File: config.mk
export PLATFORM = sky130hd
export DESIGN_NAME = phy_mode_mdix_regs
export DESIGN_NICKNAME = d
export VERILOG_FILES = /design/src/phy_mode_mdix_pkg.sv /design/src/line_sync.sv /design/src/phy_mode_mdix_regs.sv
export SDC_FILE = /design/constraint.sdc
export NUM_CORES = 1
export LEC_CHECK = 0
export BUFFER_PORTS_ARGS = -buffer_cell sky130_fd_sc_hd__buf_4
export CORE_ASPECT_RATIO = 1.5
export CORE_MARGIN = 5
export CORE_UTILIZATION = 49
export DETAILED_ROUTE_END_ITERATION = 6
export PLACE_DENSITY_LB_ADDON = 0.12
export SLEW_MARGIN = 20
export SYNTH_ARGS = -nofsm -noshare
export SYNTH_HDL_FRONTEND = slang
export SYNTH_HIERARCHICAL = 1
export SYNTH_SLANG_ARGS = --single-unit
File: constraint.sdc
create_clock -name mclk_i -period 2 [get_ports mclk_i]
set_input_delay 0.3 -clock mclk_i [delete_from_list [all_inputs] [get_ports mclk_i]]
set_output_delay 0.3 -clock mclk_i [all_outputs]
set_load 0.02 [all_outputs]
File: src/phy_mode_mdix_pkg.sv
/*
 * constants, field positions and carrier structs for the phy mode and
 * crossover register group.
 * assumes a single 10 MHz clock and a management engine on the same clock.
 */
//
// Operation
// - expansion bit 4 latches parallel detection fault
// - expansion bit 1 latches new page received
// - expansion bit 2 reads 0, no next page
// - bits 0 and 3 show partner abilities
// - mode control bit 13 enables energy powerdown
// - energy_present drops after 256 ms quiet
// - energy_present set by hardware reset or line energy
// - special modes bits 7:5 hold operating mode
// - bits 4:0 hold management address, default 00001
// - modes 000/001 give 10 half/full, no autoneg
// - modes 010/011 give 100 half/full, no autoneg
// - mode 100 autoneg, advertise 100 half only
// - mode 101 repeater, carrier sense on receive
// - mode 111 advertises all, follows negotiated result
// - bit 15 picks strap pin or register bits
// - bit 14 selects automatic or manual crossover
// - manual bit 13 swaps transmit and receive pairs
// - bit 10 forces 10M receive pll to reference
// - bit 4 reports 10BASE-T receive polarity reversed
// - bits 3:0 read-only, writes ignored
// - parallel fault also latches interrupt source bit 2
package phy_mode_mdix_pkg;

	// ==========================================================
	// register indexes
	// ==========================================================
	localparam logic [4:0] IDX_EXPANSION    = 5'h06;   // autoneg_expansion_status
	localparam logic [4:0] IDX_ENERGY       = 5'h11;   // energy_mode_control
	localparam logic [4:0] IDX_OPMODE       = 5'h12;   // operating_mode_address
	localparam logic [4:0] IDX_CROSSOVER    = 5'h1b;   // crossover_polarity_control
	localparam logic [4:0] IDX_INT_SOURCE   = 5'h1d;   // interrupt source, read clears

	// ==========================================================
	// field positions
	// ==========================================================
	localparam int EXP_LP_AN_ABLE   = 0;
	localparam int EXP_PAGE_RCVD    = 1;
	localparam int EXP_NP_ABLE      = 2;
	localparam int EXP_LP_NP_ABLE   = 3;
	localparam int EXP_PAR_FAULT    = 4;
	localparam int ENG_PRESENT      = 1;
	localparam int ENG_PWRDN_EN     = 13;
	localparam int OPM_ADDR_LSB     = 0;
	localparam int OPM_MODE_LSB     = 5;
	localparam int OPM_RSVD_LSB     = 8;
	localparam int XO_POL_REV       = 4;
	localparam int XO_PLL_FORCE     = 10;
	localparam int XO_MANUAL_SWAP   = 13;
	localparam int XO_AUTO_EN       = 14;
	localparam int XO_OVERRIDE      = 15;

	// ==========================================================
	// reset values and modes
	// ==========================================================
	localparam logic [15:0] ZERO16        = 16'h0000;
	localparam logic [4:0]  ADDR_DEFAULT  = 5'h01;
	localparam logic [7:0]  RSVD_DEFAULT  = 8'h00;
	localparam logic [2:0]  MODE_10_HD    = 3'h0;
	localparam logic [2:0]  MODE_10_FD    = 3'h1;
	localparam logic [2:0]  MODE_100_HD   = 3'h2;
	localparam logic [2:0]  MODE_100_FD   = 3'h3;
	localparam logic [2:0]  MODE_AN_100HD = 3'h4;
	localparam logic [2:0]  MODE_REPEATER = 3'h5;
	localparam logic [2:0]  MODE_ALL      = 3'h7;
	localparam logic [2:0]  MODE_DEFAULT  = 3'h7;

	// ==========================================================
	// timing
	// ==========================================================
	localparam longint CLK_HZ          = 64'd10000000;
	localparam longint ENERGY_QUIET_MS = 64'd256;
	// longest time rounds down
	localparam int ENERGY_QUIET_CYC = int'((ENERGY_QUIET_MS * CLK_HZ) / 64'd1000);
	localparam int QUIET_CNT_W      = 22;

	// ==========================================================
	// carriers
	// ==========================================================
	// line-side inputs, all asynchronous to mclk_i
	typedef struct packed {
		logic energy_detect;    // valid energy seen on the pair
		logic par_fault;        // parallel detection fault
		logic page_rcvd;        // new autoneg page arrived
		logic lp_an_able;       // partner can autonegotiate
		logic lp_np_able;       // partner can exchange next pages
		logic polarity_rev;     // 10BASE-T receive polarity reversed
		logic auto_strap;       // crossover_auto_strap_pin level
		logic nego_speed100;    // negotiated speed is 100
		logic nego_full;        // negotiated duplex is full
	} line_in_s;

	// basic-control bits 13,12,10,8 and advertisement bits 8,7,6,5
	typedef struct packed {
		logic speed100;
		logic an_enable;
		logic isolate;
		logic full_duplex;
	} ctrl_bits_s;

	typedef struct packed {
		logic tx_fd;
		logic tx_hd;
		logic t10_fd;
		logic t10_hd;
	} adv_bits_s;

	// decoded mode outputs
	typedef struct packed {
		ctrl_bits_s ctrl;
		adv_bits_s  adv;
		logic       adv_valid;    // advertisement bits forced by mode
		logic       crs_on_tx;    // carrier sense also during transmit
		logic       repeater;     // repeater mode active
	} mode_out_s;

	// management request
	typedef struct packed {
		logic        rd;
		logic        wr;
		logic [4:0]  phy_addr;
		logic [4:0]  reg_idx;
		logic [15:0] wdata;
	} mgmt_req_s;

endpackage

File: src/line_sync.sv
/*
 * two flip-flop synchroniser bank for line-side levels.
 * assumes each input level stays stable for at least two clock periods.
 */
`timescale 1ns/1ns
module line_sync
#(
	parameter int WIDTH = 9
)
(
	input  wire logic             mclk_i,    // block clock
	input  wire logic             rst_i,     // synchronous reset
	input  wire logic [WIDTH-1:0] async_i,   // raw line levels
	output logic      [WIDTH-1:0] sync_o     // levels after two flops
);

	// ==========================================================
	// state
	// ==========================================================
	typedef struct packed {
		logic [WIDTH-1:0] first;    // read only by second stage
		logic [WIDTH-1:0] second;   // safe to use
	} sync_state_s;

	sync_state_s state_ff;      // registered state
	sync_state_s nxt_state;     // next state

	// next-state logic
	always_comb
	begin
		nxt_state        = state_ff;
		nxt_state.first  = async_i;
		nxt_state.second = state_ff.first;
		if (rst_i)
		begin
			nxt_state = '0;
		end
	end

	// state register
	always_ff @(posedge mclk_i)
	begin
		state_ff <= nxt_state;
	end

	assign sync_o = state_ff.second;

endmodule

File: src/phy_mode_mdix_regs.sv
/*
 * management-reachable phy register group: autoneg expansion, energy
 * powerdown control, operating mode and address, crossover control.
 * assumes a management engine on mclk_i that issues one-cycle read and
 * write strobes with phy and register address; line levels arrive
 * asynchronously and are synchronised here.
 */
`timescale 1ns/1ns
module phy_mode_mdix_regs
#(
	parameter int ENERGY_QUIET_CYCLES = phy_mode_mdix_pkg::ENERGY_QUIET_CYC
)
(
	input  wire logic                         mclk_i,              // 10 MHz clock
	input  wire logic                         rst_i,               // hardware reset
	input  wire logic                         soft_rst_i,          // software reset pulse
	input  wire phy_mode_mdix_pkg::mgmt_req_s mgmt_req_i,          // management request
	output logic [15:0]                       mgmt_rdata_o,        // read data
	output logic                              mgmt_rvalid_o,       // read data valid pulse
	input  wire phy_mode_mdix_pkg::line_in_s  line_i,              // raw line levels
	output phy_mode_mdix_pkg::mode_out_s      mode_o,              // decoded mode
	output logic [4:0]                        phy_mgmt_address_o,  // answering address
	output logic                              energy_pwrdn_en_o,   // powerdown enable
	output logic                              energy_present_o,    // line energy status
	output logic                              crossover_auto_o,    // automatic crossover on
	output logic                              pair_swap_o,         // tx_pair/rx_pair swapped
	output logic                              rx_pll_force_ref_o,  // 10M pll on reference
	output logic                              par_fault_int_o      // interrupt source bit 2
);

	// ==========================================================
	// synchronised line inputs
	// ==========================================================
	phy_mode_mdix_pkg::line_in_s line_sync_w;   // line levels after two flops

	line_sync #(
		.WIDTH ($bits(phy_mode_mdix_pkg::line_in_s))
	) u_line_sync (
		.mclk_i (mclk_i),
		.rst_i  (rst_i),
		.async_i(line_i),
		.sync_o (line_sync_w)
	);

	// ==========================================================
	// state
	// ==========================================================
	typedef struct packed {
		logic        par_fault_lh;     // latched fault flag
		logic        page_rcvd_lh;     // latched page flag
		logic        par_fault_int;    // interrupt source copy of fault
		logic        pwrdn_en;         // energy powerdown enable
		logic        energy_present;   // live energy status
		logic [phy_mode_mdix_pkg::QUIET_CNT_W-1:0] quiet_cnt;  // quiet cycles
		logic [7:0]  opm_rsvd;         // reserved bits 15:8, retained
		logic [2:0]  op_mode;          // operating mode, retained
		logic [4:0]  phy_addr;         // management address, retained
		logic        xo_override;      // use register not strap
		logic        xo_auto_en;       // automatic crossover
		logic        xo_manual_swap;   // manual swap
		logic        pll_force_ref;    // pll force, retained
		logic [15:0] rdata;            // read data
		logic        rvalid;           // read data valid
	} regs_state_s;

	regs_state_s state_ff;   // registered state
	regs_state_s nxt_state;  // next state

	// ==========================================================
	// helpers
	// ==========================================================
	// latching-high flag: set wins over the read that clears it
	function automatic logic latch_high(input logic held, input logic clr, input logic ev);
		latch_high = (held & ~clr) | ev;
	endfunction

	// request addresses this phy at the given register index
	function automatic logic hit(input phy_mode_mdix_pkg::mgmt_req_s req,
	                             input logic [4:0] addr, input logic [4:0] idx);
		hit = (req.phy_addr == addr) && (req.reg_idx == idx);
	endfunction

	// ==========================================================
	// read data views
	// ==========================================================
	logic [15:0] exp_view;   // expansion register value
	logic [15:0] eng_view;   // mode control value
	logic [15:0] opm_view;   // special modes value
	logic [15:0] xo_view;    // crossover register value

	// build read views from current state
	always_comb
	begin
		exp_view = phy_mode_mdix_pkg::ZERO16;
		exp_view[phy_mode_mdix_pkg::EXP_PAR_FAULT]  = state_ff.par_fault_lh | line_sync_w.par_fault;
		exp_view[phy_mode_mdix_pkg::EXP_LP_NP_ABLE] = line_sync_w.lp_np_able;
		exp_view[phy_mode_mdix_pkg::EXP_NP_ABLE]    = 1'b0;
		exp_view[phy_mode_mdix_pkg::EXP_PAGE_RCVD]  = state_ff.page_rcvd_lh | line_sync_w.page_rcvd;
		exp_view[phy_mode_mdix_pkg::EXP_LP_AN_ABLE] = line_sync_w.lp_an_able;

		eng_view = phy_mode_mdix_pkg::ZERO16;
		eng_view[phy_mode_mdix_pkg::ENG_PWRDN_EN] = state_ff.pwrdn_en;
		eng_view[phy_mode_mdix_pkg::ENG_PRESENT]  = state_ff.energy_present;

		opm_view = phy_mode_mdix_pkg::ZERO16;
		opm_view[phy_mode_mdix_pkg::OPM_RSVD_LSB +: 8] = state_ff.opm_rsvd;
		opm_view[phy_mode_mdix_pkg::OPM_MODE_LSB +: 3] = state_ff.op_mode;
		opm_view[phy_mode_mdix_pkg::OPM_ADDR_LSB +: 5] = state_ff.phy_addr;

		// bits 3:0 have no defined value; this block returns zero there
		xo_view = phy_mode_mdix_pkg::ZERO16;
		xo_view[phy_mode_mdix_pkg::XO_OVERRIDE]    = state_ff.xo_override;
		xo_view[phy_mode_mdix_pkg::XO_AUTO_EN]     = state_ff.xo_auto_en;
		xo_view[phy_mode_mdix_pkg::XO_MANUAL_SWAP] = state_ff.xo_manual_swap;
		xo_view[phy_mode_mdix_pkg::XO_PLL_FORCE]   = state_ff.pll_force_ref;
		xo_view[phy_mode_mdix_pkg::XO_POL_REV]     = line_sync_w.polarity_rev;
	end

	// ==========================================================
	// next-state logic
	// ==========================================================
	logic rd_exp;    // read of expansion register
	logic rd_int;    // read of interrupt source register
	logic wr_eng;    // write of mode control
	logic wr_opm;    // write of special modes
	logic wr_xo;     // write of crossover register

	always_comb
	begin
		rd_exp = mgmt_req_i.rd & hit(mgmt_req_i, state_ff.phy_addr, phy_mode_mdix_pkg::IDX_EXPANSION);
		rd_int = mgmt_req_i.rd & hit(mgmt_req_i, state_ff.phy_addr, phy_mode_mdix_pkg::IDX_INT_SOURCE);
		wr_eng = mgmt_req_i.wr & hit(mgmt_req_i, state_ff.phy_addr, phy_mode_mdix_pkg::IDX_ENERGY);
		wr_opm = mgmt_req_i.wr & hit(mgmt_req_i, state_ff.phy_addr, phy_mode_mdix_pkg::IDX_OPMODE);
		wr_xo  = mgmt_req_i.wr & hit(mgmt_req_i, state_ff.phy_addr, phy_mode_mdix_pkg::IDX_CROSSOVER);

		nxt_state        = state_ff;
		nxt_state.rvalid = 1'b0;

		// latched flags, cleared by a read of their register (the interrupt source read gets no answer)
		nxt_state.par_fault_lh  = latch_high(state_ff.par_fault_lh, rd_exp,
		                                     line_sync_w.par_fault);
		nxt_state.page_rcvd_lh  = latch_high(state_ff.page_rcvd_lh, rd_exp,
		                                     line_sync_w.page_rcvd);
		nxt_state.par_fault_int = latch_high(state_ff.par_fault_int, rd_int,
		                                     line_sync_w.par_fault);

		// energy present: set on energy, clear after a quiet spell
		if (line_sync_w.energy_detect)
		begin
			nxt_state.quiet_cnt      = '0;
			nxt_state.energy_present = 1'b1;
		end
		else if (32'(state_ff.quiet_cnt) >= ENERGY_QUIET_CYCLES - 1)
		begin
			nxt_state.energy_present = 1'b0;
		end
		else
		begin
			nxt_state.quiet_cnt = state_ff.quiet_cnt + 1'b1;
		end

		// management writes
		if (wr_eng)
		begin
			nxt_state.pwrdn_en = mgmt_req_i.wdata[phy_mode_mdix_pkg::ENG_PWRDN_EN];
		end
		if (wr_opm)
		begin
			nxt_state.opm_rsvd = mgmt_req_i.wdata[phy_mode_mdix_pkg::OPM_RSVD_LSB +: 8];
			nxt_state.op_mode  = mgmt_req_i.wdata[phy_mode_mdix_pkg::OPM_MODE_LSB +: 3];
			nxt_state.phy_addr = mgmt_req_i.wdata[phy_mode_mdix_pkg::OPM_ADDR_LSB +: 5];
		end
		if (wr_xo)
		begin
			// bits 3:0 and 4 are not stored, so writes there do nothing
			nxt_state.xo_override    = mgmt_req_i.wdata[phy_mode_mdix_pkg::XO_OVERRIDE];
			nxt_state.xo_auto_en     = mgmt_req_i.wdata[phy_mode_mdix_pkg::XO_AUTO_EN];
			nxt_state.xo_manual_swap = mgmt_req_i.wdata[phy_mode_mdix_pkg::XO_MANUAL_SWAP];
			nxt_state.pll_force_ref  = mgmt_req_i.wdata[phy_mode_mdix_pkg::XO_PLL_FORCE];
		end

		// read mux; unknown indexes belong to other blocks and get no answer
		if (mgmt_req_i.rd && (mgmt_req_i.phy_addr == state_ff.phy_addr))
		begin
			case (mgmt_req_i.reg_idx)
				phy_mode_mdix_pkg::IDX_EXPANSION:
				begin
					nxt_state.rdata  = exp_view;
					nxt_state.rvalid = 1'b1;
				end
				phy_mode_mdix_pkg::IDX_ENERGY:
				begin
					nxt_state.rdata  = eng_view;
					nxt_state.rvalid = 1'b1;
				end
				phy_mode_mdix_pkg::IDX_OPMODE:
				begin
					nxt_state.rdata  = opm_view;
					nxt_state.rvalid = 1'b1;
				end
				phy_mode_mdix_pkg::IDX_CROSSOVER:
				begin
					nxt_state.rdata  = xo_view;
					nxt_state.rvalid = 1'b1;
				end
				default:
				begin
					nxt_state.rvalid = 1'b0;
				end
			endcase
		end

		// software reset: retained fields and energy status untouched
		if (soft_rst_i)
		begin
			nxt_state.par_fault_lh   = 1'b0;
			nxt_state.page_rcvd_lh   = 1'b0;
			nxt_state.par_fault_int  = 1'b0;
			nxt_state.pwrdn_en       = 1'b0;
			nxt_state.xo_override    = 1'b0;
			nxt_state.xo_auto_en     = 1'b0;
			nxt_state.xo_manual_swap = 1'b0;
			nxt_state.rvalid         = 1'b0;
		end

		// hardware reset: everything to defaults, energy reads 1
		if (rst_i)
		begin
			nxt_state                = '0;
			nxt_state.energy_present = 1'b1;
			nxt_state.opm_rsvd       = phy_mode_mdix_pkg::RSVD_DEFAULT;
			nxt_state.op_mode        = phy_mode_mdix_pkg::MODE_DEFAULT;
			nxt_state.phy_addr       = phy_mode_mdix_pkg::ADDR_DEFAULT;
		end
	end

	// state register
	always_ff @(posedge mclk_i)
	begin
		state_ff <= nxt_state;
	end

	// ==========================================================
	// mode decode
	// ==========================================================
	phy_mode_mdix_pkg::mode_out_s mode_dec;   // decoded mode

	// operating mode to control, advertisement and carrier sense
	always_comb
	begin
		mode_dec = '0;
		case (state_ff.op_mode)
			phy_mode_mdix_pkg::MODE_10_HD:
			begin
				mode_dec.ctrl      = 4'b0000;
				mode_dec.crs_on_tx = 1'b1;
			end
			phy_mode_mdix_pkg::MODE_10_FD:
			begin
				mode_dec.ctrl = 4'b0001;
			end
			phy_mode_mdix_pkg::MODE_100_HD:
			begin
				mode_dec.ctrl      = 4'b1000;
				mode_dec.crs_on_tx = 1'b1;
			end
			phy_mode_mdix_pkg::MODE_100_FD:
			begin
				mode_dec.ctrl = 4'b1001;
			end
			phy_mode_mdix_pkg::MODE_AN_100HD:
			begin
				mode_dec.ctrl      = 4'b1100;
				mode_dec.adv       = 4'b0100;
				mode_dec.adv_valid = 1'b1;
				mode_dec.crs_on_tx = 1'b1;
			end
			phy_mode_mdix_pkg::MODE_REPEATER:
			begin
				mode_dec.ctrl      = 4'b1100;
				mode_dec.adv       = 4'b0100;
				mode_dec.adv_valid = 1'b1;
				mode_dec.repeater  = 1'b1;
			end
			phy_mode_mdix_pkg::MODE_ALL:
			begin
				mode_dec.ctrl.speed100    = line_sync_w.nego_speed100;
				mode_dec.ctrl.an_enable   = 1'b1;
				mode_dec.ctrl.isolate     = 1'b0;
				mode_dec.ctrl.full_duplex = line_sync_w.nego_full;
				mode_dec.adv              = 4'b1111;
				mode_dec.adv_valid        = 1'b1;
				mode_dec.crs_on_tx        = ~line_sync_w.nego_full;
			end
			default:
			begin
				// reserved mode: software keeps away, outputs stay quiet
				mode_dec = '0;
			end
		endcase
	end

	// ==========================================================
	// outputs
	// ==========================================================
	assign mode_o             = mode_dec;
	assign mgmt_rdata_o       = state_ff.rdata;
	assign mgmt_rvalid_o      = state_ff.rvalid;
	assign phy_mgmt_address_o = state_ff.phy_addr;
	assign energy_pwrdn_en_o  = state_ff.pwrdn_en;
	assign energy_present_o   = state_ff.energy_present;
	assign rx_pll_force_ref_o = state_ff.pll_force_ref;
	assign par_fault_int_o    = state_ff.par_fault_int;
	// strap or register decides crossover; bit 13 ignored while automatic
	assign crossover_auto_o   = state_ff.xo_override ? state_ff.xo_auto_en
	                                                 : line_sync_w.auto_strap;
	assign pair_swap_o        = state_ff.xo_override & ~state_ff.xo_auto_en
	                            & state_ff.xo_manual_swap;

endmodule

Word-level counts from Yosys, hierarchy flattened. Index checks and enable logic that the tools add are counted.

Logic and storage cells: 73. Register bits: 82. Output and inout bits: 39. Input bits: 40.

Reduce and logical (&&, ||, !) cells: 15. Multiplexer cells: 7. Add/sub/neg operators: 1. Order comparisons: 1. Bitwise logic cells: 20. Equal/unequal tests: 12.

Operators with widths (count): 16-bit one-hot mux with 4 select lines (1); 22-bit by 1-bit adder with 22-bit output, second input constant (1); 22-bit >= comparator, second input constant (1); 5-bit == test, second input constant (4); 4-bit one-hot mux with 5 select lines (1); 1-bit bitwise AND (10); 5-bit one-hot mux with 2 select lines (1); 3-bit == test, second input constant (3); 3-bit by 2-bit == test with 1-bit output, second input constant (2); 1-bit logical AND (6); 2-bit OR reduction (3); 3-bit OR reduction (2); 5-bit by 3-bit == test with 1-bit output, second input constant (1); 5-bit == test (1); 1-bit NOT (5); 1-bit OR (5); 4-bit nonzero test (1); 4-bit OR reduction (1); 3-bit by 1-bit == test with 1-bit output, second input constant (1); 3-bit zero test (1); 1-bit 2-to-1 mux (3); 1-bit one-hot mux with 2 select lines (1); 2-bit AND reduction (1).

Longest topological paths before layout. Gate-level depths: netlist of the first run.

Depth after elaboration: 6. Gate-level depth with buffers: 8. Depth with buffers taken out: 6.

Modules after synthesis. Netlist of the first run, hierarchy kept.

By module, submodules not included: phy_mode_mdix_regs (sequential area each 1281.2 um^2, area each 3154.3 um^2, times used 1, cells each 364); line_sync (sequential area each 360.3 um^2, area each 556.8 um^2, times used 1, cells each 46).

Worst setup path before layout of the first run. No wires, ideal clock.

Kind: reg-to-reg. Start point: register state_ff[37] (netlist bit). End point: register state_ff[38] (netlist bit). Slack: 97 ps. Arrival: 1776 ps. Clock period less this slack: 1903 ps. Buffers on the path: 2. Cell stages (with the launch flop): 9. Path through: dfxtp_1 -> ha_1 -> and4_1 -> buf_2 -> nand4_1 -> a21oi_1 -> buf_2 -> mux2i_1 -> nor2_1.

Word-level cells in the longest chain between the ends: 1. Elaborated cells on any way between the ends: 2. Classes of those cells: add/sub (1); order compare (1).

RTL lines: from (decl) (RTL line phy_mode_mdix_regs.sv:66) `regs_state_s state_ff;`; from (signal assigned) (RTL line phy_mode_mdix_regs.sv:240) `state_ff <= nxt_state;`; 22-bit by 1-bit adder with 22-bit output or 22-bit >= comparator (tied branches) (RTL line phy_mode_mdix_regs.sv:159, phy_mode_mdix_regs.sv:153).

Several ways; a longest one is shown, not always the timed one. A chain may end at the register's enable or synchronous reset.

Worst setup path after layout of the first run.
Start point: register state_ff[37] (netlist bit). End point: register state_ff[54] (netlist bit).

The elaborated chain is that of the path after synthesis.

==> results summary, run 1 <==
The category of the worst setup path capture point is a register. Counting tap cells, the placed design contains a total of 548 instances. The cell leakage power is around 0.0017 uW. During synthesis, Yosys emitted a total of 6 warnings. The depth of the CTS H-tree is 3.

By area the synthesized netlist is led by sky130_fd_sc_hd__dfxtp_1, sky130_fd_sc_hd__buf_4, sky130_fd_sc_hd__mux2i_1. TritonCTS built the clock tree. After clock tree synthesis, the clock-pin slew on the worst setup and hold paths is 0.06 ns.

The initial utilization of the core area, before any placement, comes to 0.494. The number of buffers on the longest clock path came out at 2. The final weighted congestion in routability-driven placement is 0.849.

The number of global-route vias before repair was 2955. The area growth from synthesis to layout came out at 20.5%. The worst hold path belongs to the class in -> reg. The arrival time of data at the critical path endpoint came out at 2.14 ns. The power per cell area is 766 nW/um2.

The share of the Yosys chip area taken by registers is 0.442. The top cell type's share of synthesized area is 0.442. The worst setup slack before clock tree synthesis is 0.113 ns. The top achievable clock speed came out at 0.534 GHz. The detail route stage leaves a number of antenna-violating nets equal to 0. The count of buffers from port buffering came out at 77. The routed design has 8520 um of wire. The count of maximum capacitance violations came out at 0.

The cell taking the most area after synthesis is sky130_fd_sc_hd__dfxtp_1. The mapped cell area is 3710 um2. The number of distinct library cells after synthesis is 53. The die footprint is 9450 um2. In the synthesized netlist the async set-or-reset flop fraction comes to 0. The I/O pin total is 79. The clock drives 82 sinks. In the final layout, the share of cells above drive strength 1 is 0.262. The global-route congestion overflow total came out at 0. The instance count of the mapped netlist came out at 410. The maximum clock skew at final layout came out at 0.00667 ns. The number of design-rule violations left by the first detailed-router iteration is 133.

Before antenna repair, the detailed router went through 4 iterations. In the global route stage, overall resource usage came out at 0.189. The number of pins exceeding their max-slew limit in the final report came out at 0. STA classifies the critical path startpoint as a register. The standard-cell row count came out at 39. The half-perimeter wire length after placement is ~6400 um.

The smallest clock period supported by the final layout is computed as 1.87 ns. The number of antenna violations at the first check in global routing is 0. Setup repair after global routing could not meet its margin everywhere. The maximum vdd drop came out at 0.000468 V. Hold repair after CTS inserted 0 buffers.

On the critical path, the stage with the largest delay is an instance of sky130_fd_sc_hd__or3_1. The wire length of the first global-routing pass came out at 13600 um. The total of flip-flops plus latches after synthesis came out at ~80. The number of vias per cell came out at 5.22.

The total count of hold-check failures in the final report came out at 0. The number of DRC violations after detailed routing came out at 0. The finished layout holds about 560 standard cells, fillers aside. The core region area came out at between 7000 and 8000 um2.

The number of synthesized flops with an enable pin came out at 0. Measured along the x axis, the die boundary spans 81.1 um. In this run the clock root is driven by a sky130_fd_sc_hd__clkbuf_16.

The critical path class is reg -> reg. The total clock buffers created by CTS is 9. The largest net degree at the start of global routing came out at 28. The average instance area after synthesis came out at slightly above 9 um2.

The later pin in the worst-skew pair is clocked with a latency of roughly 0.34 ns. The number of nets in the layout is between 400 and 500. The post-synthesis net count is 451.

The highest fanout seen on the critical path came out at 6. The critical path goes through ha_1, and4_2, a211oi_4, o211ai_4, or3_1, a21oi_1. The die is 117 um tall.

The largest incremental delay on the critical path came out at 0.36 ns. The critical path required time is 2.27 ns. The part of the cycle the worst path needs came out at 0.936.

Setup slack closes at 0.129 ns. 0 antenna diodes ended up in the layout. The vias after detailed routing is 2946. For this run, the leading register cell type out of synthesis is sky130_fd_sc_hd__dfxtp_1. The filler cell count is around 700. The final routed wire length divided by cell count came out at between 15 and 20 um. The number of setup violations in the final report came out at 0. The flow ran to the end, and the final reports show no timing, DRC or antenna violations.
[synthesized netlist by cell type, types with 2 or more instances]
| cell | n |
|---|---|
| sky130_fd_sc_hd__and4_1 | 5 |
| sky130_fd_sc_hd__nand2_1 | 18 |
| sky130_fd_sc_hd__xor2_1 | 10 |
| sky130_fd_sc_hd__inv_1 | 6 |
| sky130_fd_sc_hd__nor3_1 | 3 |
| sky130_fd_sc_hd__buf_4 | 37 |
| sky130_fd_sc_hd__nand2b_1 | 2 |
| sky130_fd_sc_hd__o211ai_1 | 2 |
| sky130_fd_sc_hd__buf_2 | 6 |
| sky130_fd_sc_hd__a211oi_1 | 7 |
| sky130_fd_sc_hd__a22oi_1 | 6 |
| sky130_fd_sc_hd__or2_2 | 3 |
| sky130_fd_sc_hd__nor2_1 | 36 |
| sky130_fd_sc_hd__a21oi_1 | 31 |
| sky130_fd_sc_hd__and2b_1 | 7 |
| sky130_fd_sc_hd__nor2b_1 | 15 |
| sky130_fd_sc_hd__nand3_1 | 20 |
| sky130_fd_sc_hd__o21ai_0 | 25 |
| sky130_fd_sc_hd__xnor2_1 | 5 |
| sky130_fd_sc_hd__and3_1 | 5 |
| sky130_fd_sc_hd__mux2i_1 | 20 |
| sky130_fd_sc_hd__and2_1 | 6 |
| sky130_fd_sc_hd__clkbuf_1 | 10 |
| sky130_fd_sc_hd__nand4_1 | 6 |
| sky130_fd_sc_hd__or3_1 | 9 |
| sky130_fd_sc_hd__nor3b_1 | 2 |
| sky130_fd_sc_hd__dfxtp_1 | 82 |
[where the power goes]
group | switching [uW] | internal (uW) | leakage, uW
clock network | 706 | 862 | 0.000137
logic | 94.2 | 95.1 | 0.000936
registers | 11.6 | 1660 | 0.000665
total | 812 | 2610 | 0.00174
[state kept, by name, summed over array words and instances (netlist names)]
| name | cells |
|---|---|
| par_fault_int_o | 1 |
| energy_pwrdn_en_o | 1 |
| state_ff | 27 |
| rx_pll_force_ref_o | 1 |
| opm_view | 11 |
| phy_mgmt_address_o | 5 |
| energy_present_o | 1 |
| u_line_sync/state_ff | 9 |
| mgmt_rdata_o | 16 |
| u_line_sync/sync_o | 9 |
| mgmt_rvalid_o | 1 |
[critical path: cells and delay by family (launching register included)]
family	cells	cell delay [ns]
adders and majority gates	1	0.23
AOI/OAI and AO/OA	3	0.59
DFF	1	0.34
and+or+nand+nor	2	0.65
[metal layers]
layer	vias to the layer above	part of all wire	GRT usage
li1	1492	-	-
met1	1381	0.39	0.195
met2	54	0.55	0.357
met3	19	0.031	0.0239
met4	0	0.032	0.112
met5	-	0	0
[kinds of logic after synthesis]
family	after synthesis	share of synthesized area
other	1	0.00101
AOI/OAI and AO/OA	83	0.141
adders and majority gates	1	0.00337
muxes	21	0.0570
DFF	82	0.442
and+or+nand+nor	146	0.218
buffers and inverters	61	0.102
xor gates and xnor gates	15	0.0354
[repair_timing]
| item | in CTS | in global routing |
|---|---|---|
| buffers inserted | 0 | 0 |
| gates resized for setup | 0 | 2 |
| endpoints found under the setup margin | 0 | 5 |
[through the flow]
stage / cell area, um2 / hold WS, ns / power, uW / util / setup TNS (ns)
6_report: 4470 / 0.170 / 3430 / 0.595 / 0
5_1_grt: 4470 / 0.173 / 3550 / 0.595 / -0.0183
4_1_cts: 4470 / 0.167 / 3450 / 0.594 / 0
3_5_place_dp: 4180 / 0.418 / 1900 / 0.556 / 0
3_3_place_gp: 4180 / 0.415 / 1890 / 0.556 / 0
2_1_floorplan: 3710 / 0.372 / 1800 / - / 0
[path summary, 6_finish.rpt]
check	startpoint	endpoint	slack, ns	cells after the start
worst max-delay path	state_ff[37]	state_ff[54]	0.13	6
worst min-delay path	mgmt_req_i[0]	phy_mgmt_address_o[0]	0.17	2
worst max register to register	state_ff[37]	state_ff[54]	0.13	6
worst min register to register	u_line_sync/state_ff[9]	u_line_sync/sync_o[0]	0.42	1
[placed cells by master, fill, tap and decap left out, drive strengths merged, types with 7 or more instances in the layout]
cell     n
mux2i   20
and2b    7
inv     10
xor2    10
or3      9
nor2b   15
a211oi   8
buf     91
a21oi   31
clkbuf   9
nor2    36
dfxtp   82
nand2   18
o21ai   25
nand3   20
[final cells by class]
class / instances / area, um2 / share of cell area
multi-input cells: 267 / 1700 / 0.380
flip-flops and latches: 82 / 1640 / 0.367
well taps: 102 / 128 / 0.0285
inverters: 6 / 22.5 / 0.00504
clock inverters: 7 / 60.1 / 0.0134
clock buffers: 9 / 225 / 0.0504
repair buffers: 91 / 696 / 0.156
(Power assumes the default switching activity.)
==> run 2, diff against run 1 <==
--- a/config.mk
+++ b/config.mk
@@ -10,6 +10,7 @@
 export CORE_MARGIN = 5
 export CORE_UTILIZATION = 49
 export DETAILED_ROUTE_END_ITERATION = 6
+export MAX_ROUTING_LAYER = met4
 export PLACE_DENSITY_LB_ADDON = 0.12
 export SLEW_MARGIN = 20
 export SYNTH_ARGS = -nofsm -noshare
==> constraint.sdc (replaced) <==
create_clock -name mclk_i -period 2 [get_ports mclk_i]
set_input_delay 0.3 -clock mclk_i [delete_from_list [all_inputs] [get_ports mclk_i]]
set_output_delay 0.3 -clock mclk_i [all_outputs]
set_load 0.05 [all_outputs]
==> run 2 against run 1 <==
  * Final cell count unchanged
  * Sequential share of layout area up 0.19 points
  * Worst hold slack better by 0.0023 ns
  * Clock power down 5%
  * Via count up 0.34%
  * Routed wire length about the same
  * Non-clock buffer count up 1
  * Core utilization down 0.30 points
  * Combinational power up 7%
  * Worst setup slack worse by 0.012 ns
  * Critical endpoint unchanged
  * Largest cell class unchanged
==> results summary, run 2 (synthesis results as in run 1) <==
The global-route congestion overflow total came to 0 (unchanged). The filler cell count is 707 (+2.5%). The startpoint of the most critical register-to-register path is state_ff[37]. The clock-pin slew on the worst setup and hold paths is 0.06 ns (about the same). The wire length of the first global-routing pass came to 13800 um (+1.3%). The cell leakage power is 0.00173 uW (-0.42%).

The quantity of hold-fixing buffers added after cts is 0 (unchanged). The number of design-rule violations left by the first detailed-router iteration is 96 (-28%). The highest fanout seen on the critical path came to 6 (unchanged). The number of diodes is 0 (unchanged). The area growth from synthesis to layout is 19.9%. The count of buffers from port buffering was 77 (unchanged). The part of the cycle the worst path needs is 0.942 (+0.00611). The final routed wire length divided by cell count is 15.1 um (about the same). The flow ran to the end, and the final reports show no timing, DRC or antenna violations. The number of antenna violations at the first check in global routing is 0 (unchanged). The depth of the CTS H-tree is 3 (unchanged). The standard-cell row count is 39 (unchanged). The overall track demand over capacity in global routing came out at 0.199 (+0.00966). TritonCTS built the clock tree. The share of post-route cells with drive strength above 1 came to 0.258 (-0.00433). Counting flops per register, the top entry is state_ff. The number of buffers on the longest clock path came out at 2 (unchanged).

The number of setup violations in the final report was 0 (unchanged). The arrival time of data at the critical path endpoint came to 2.15 ns (about the same). The worst hold path belongs to the class in -> reg. The library cells used most frequently in the layout, excluding fill and tap cells, are sky130_fd_sc_hd__buf_4, sky130_fd_sc_hd__dfxtp_1, sky130_fd_sc_hd__nor2_1. The half-perimeter wire length after placement was 6450 um (+0.89%). STA classifies the critical path startpoint as a register. The total count of hold-check failures in the final report was 0 (unchanged). The core region area came out at 7510 um2 (unchanged).

The number of clock sinks is 82 (unchanged). The number of nets in the layout is 499 (+0.20%). The total clock buffers created by CTS came to 9 (unchanged). The total setup buffers inserted after CTS came out at 0 (unchanged).

The startpoint identified for the worst hold timing path is mgmt_req_i[0]. The horizontal die dimension is 81.1 um (unchanged). The vias after detailed routing is 2956 (+0.34%). The number of iterations in the first detailed-routing pass is 4 (unchanged). The number of global-route vias before repair is 2947 (-0.27%). The power per cell area is 756 nW/um2 (-1.3%).

In this run the worst setup path begins at state_ff[37]. The cell chosen for the clock root is sky130_fd_sc_hd__clkbuf_16. The critical path required time came out at 2.27 ns (about the same).

The minimum clock period after layout came out at 1.88 ns (+0.0122 ns). The number of pins exceeding their max-slew limit in the final report was 0 (unchanged). The post-detailed-routing wire length came to 8520 um (about the same).

The final weighted congestion in routability-driven placement is 0.863 (+1.6%). The maximum vdd drop is 0.000507 V (+8.2%). The top achievable clock speed came out at 0.531 GHz (-0.65%). The maximum clock skew at final layout is 0.00618 ns (-0.000485 ns). The count of maximum capacitance violations was 0 (unchanged).

The remaining antenna violation count after routing is 0 (unchanged). The initial core utilization came to 0.494 (unchanged). The number of vias per cell is 5.24 (+0.34%). The final cell utilization of the core was 0.592 (-0.00300). The latest clock arrival within the worst-skew pair is 0.33 ns (about the same).

The die footprint is 9450 um2 (unchanged). The setup TNS after final layout is 0 ns (unchanged). The critical path class is reg -> reg. The I/O pin total is 79 (unchanged). The number of flip-flops in the largest register came out at 27 (unchanged). The die height was 117 um (unchanged). The category of the worst setup path capture point is a register. The largest net degree at the start of global routing came out at 29 (+3.6%). The number of DRC violations after detailed routing is 0 (unchanged).

Leaving out fill and tap cells, the most frequent cell in the layout is sky130_fd_sc_hd__buf_4.
-- run 2: routing by layer --
metal / vias to the layer above / track usage / wire length, um
li1: 1493 / - / -
met1: 1375 / 0.195 / 3210
met2: 68 / 0.366 / 4690
met3: 20 / 0.0494 / 382
met4: 0 / 0.0823 / 244
met5: - / - / 0
-- run 2: stage by stage --
step,cell area (um2),hold slack (ns),setup slack (ns),cells,total power [uW]
2_1_floorplan,3710,0.372,0.0843,410,1820
3_3_place_gp,4180,0.417,0.142,549,1900
3_5_place_dp,4180,0.421,0.106,549,1910
4_1_cts,4450,0.159,0.0852,564,3410
5_1_grt,4450,0.165,-0.000266,564,3500
6_report,4450,0.172,0.117,564,3360
-- run 2: area by class of cell --
| cell class | instances | area, um2 | share of cell area |
|---|---|---|---|
| repair buffers | 92 | 691 | 0.155 |
| multi-input cells | 267 | 1700 | 0.381 |
| well taps | 102 | 128 | 0.0287 |
| clock buffers | 11 | 243 | 0.0546 |
| flip-flops and latches | 82 | 1640 | 0.369 |
| clock inverters | 4 | 28.8 | 0.00647 |
| inverters | 6 | 22.5 | 0.00506 |
-- run 2: worst max-delay path, cell delays in order (launching register included) --
cell	delay [ns]
sky130_fd_sc_hd__dfxtp_1	0.34
sky130_fd_sc_hd__ha_1	0.23
sky130_fd_sc_hd__and4_2	0.29
sky130_fd_sc_hd__a211oi_4	0.33
sky130_fd_sc_hd__o211ai_4	0.13
sky130_fd_sc_hd__or3_1	0.36
sky130_fd_sc_hd__a21oi_1	0.14
-- run 2: worst paths after layout --
kind	end	slack (ns)	cells past startpoint
max reg2reg	state_ff[54]	0.12	6
min reg2reg	u_line_sync/sync_o[3]	0.43	1
max	state_ff[54]	0.12	6
min	phy_mgmt_address_o[0]	0.17	2
-- run 2: timing repair --
action	in CTS	in global routing
resized for setup	0	1
hold endpoints to repair	0	0
endpoints found under the setup margin	0	2
-- run 2: power by group --
| part | leakage [uW] | total [uW] | switching, uW | internal, uW |
|---|---|---|---|---|
| logic | 0.000939 | 202 | 107 | 95.4 |
| clock network | 0.000128 | 1490 | 625 | 867 |
| registers | 0.000665 | 1670 | 11.7 | 1660 |
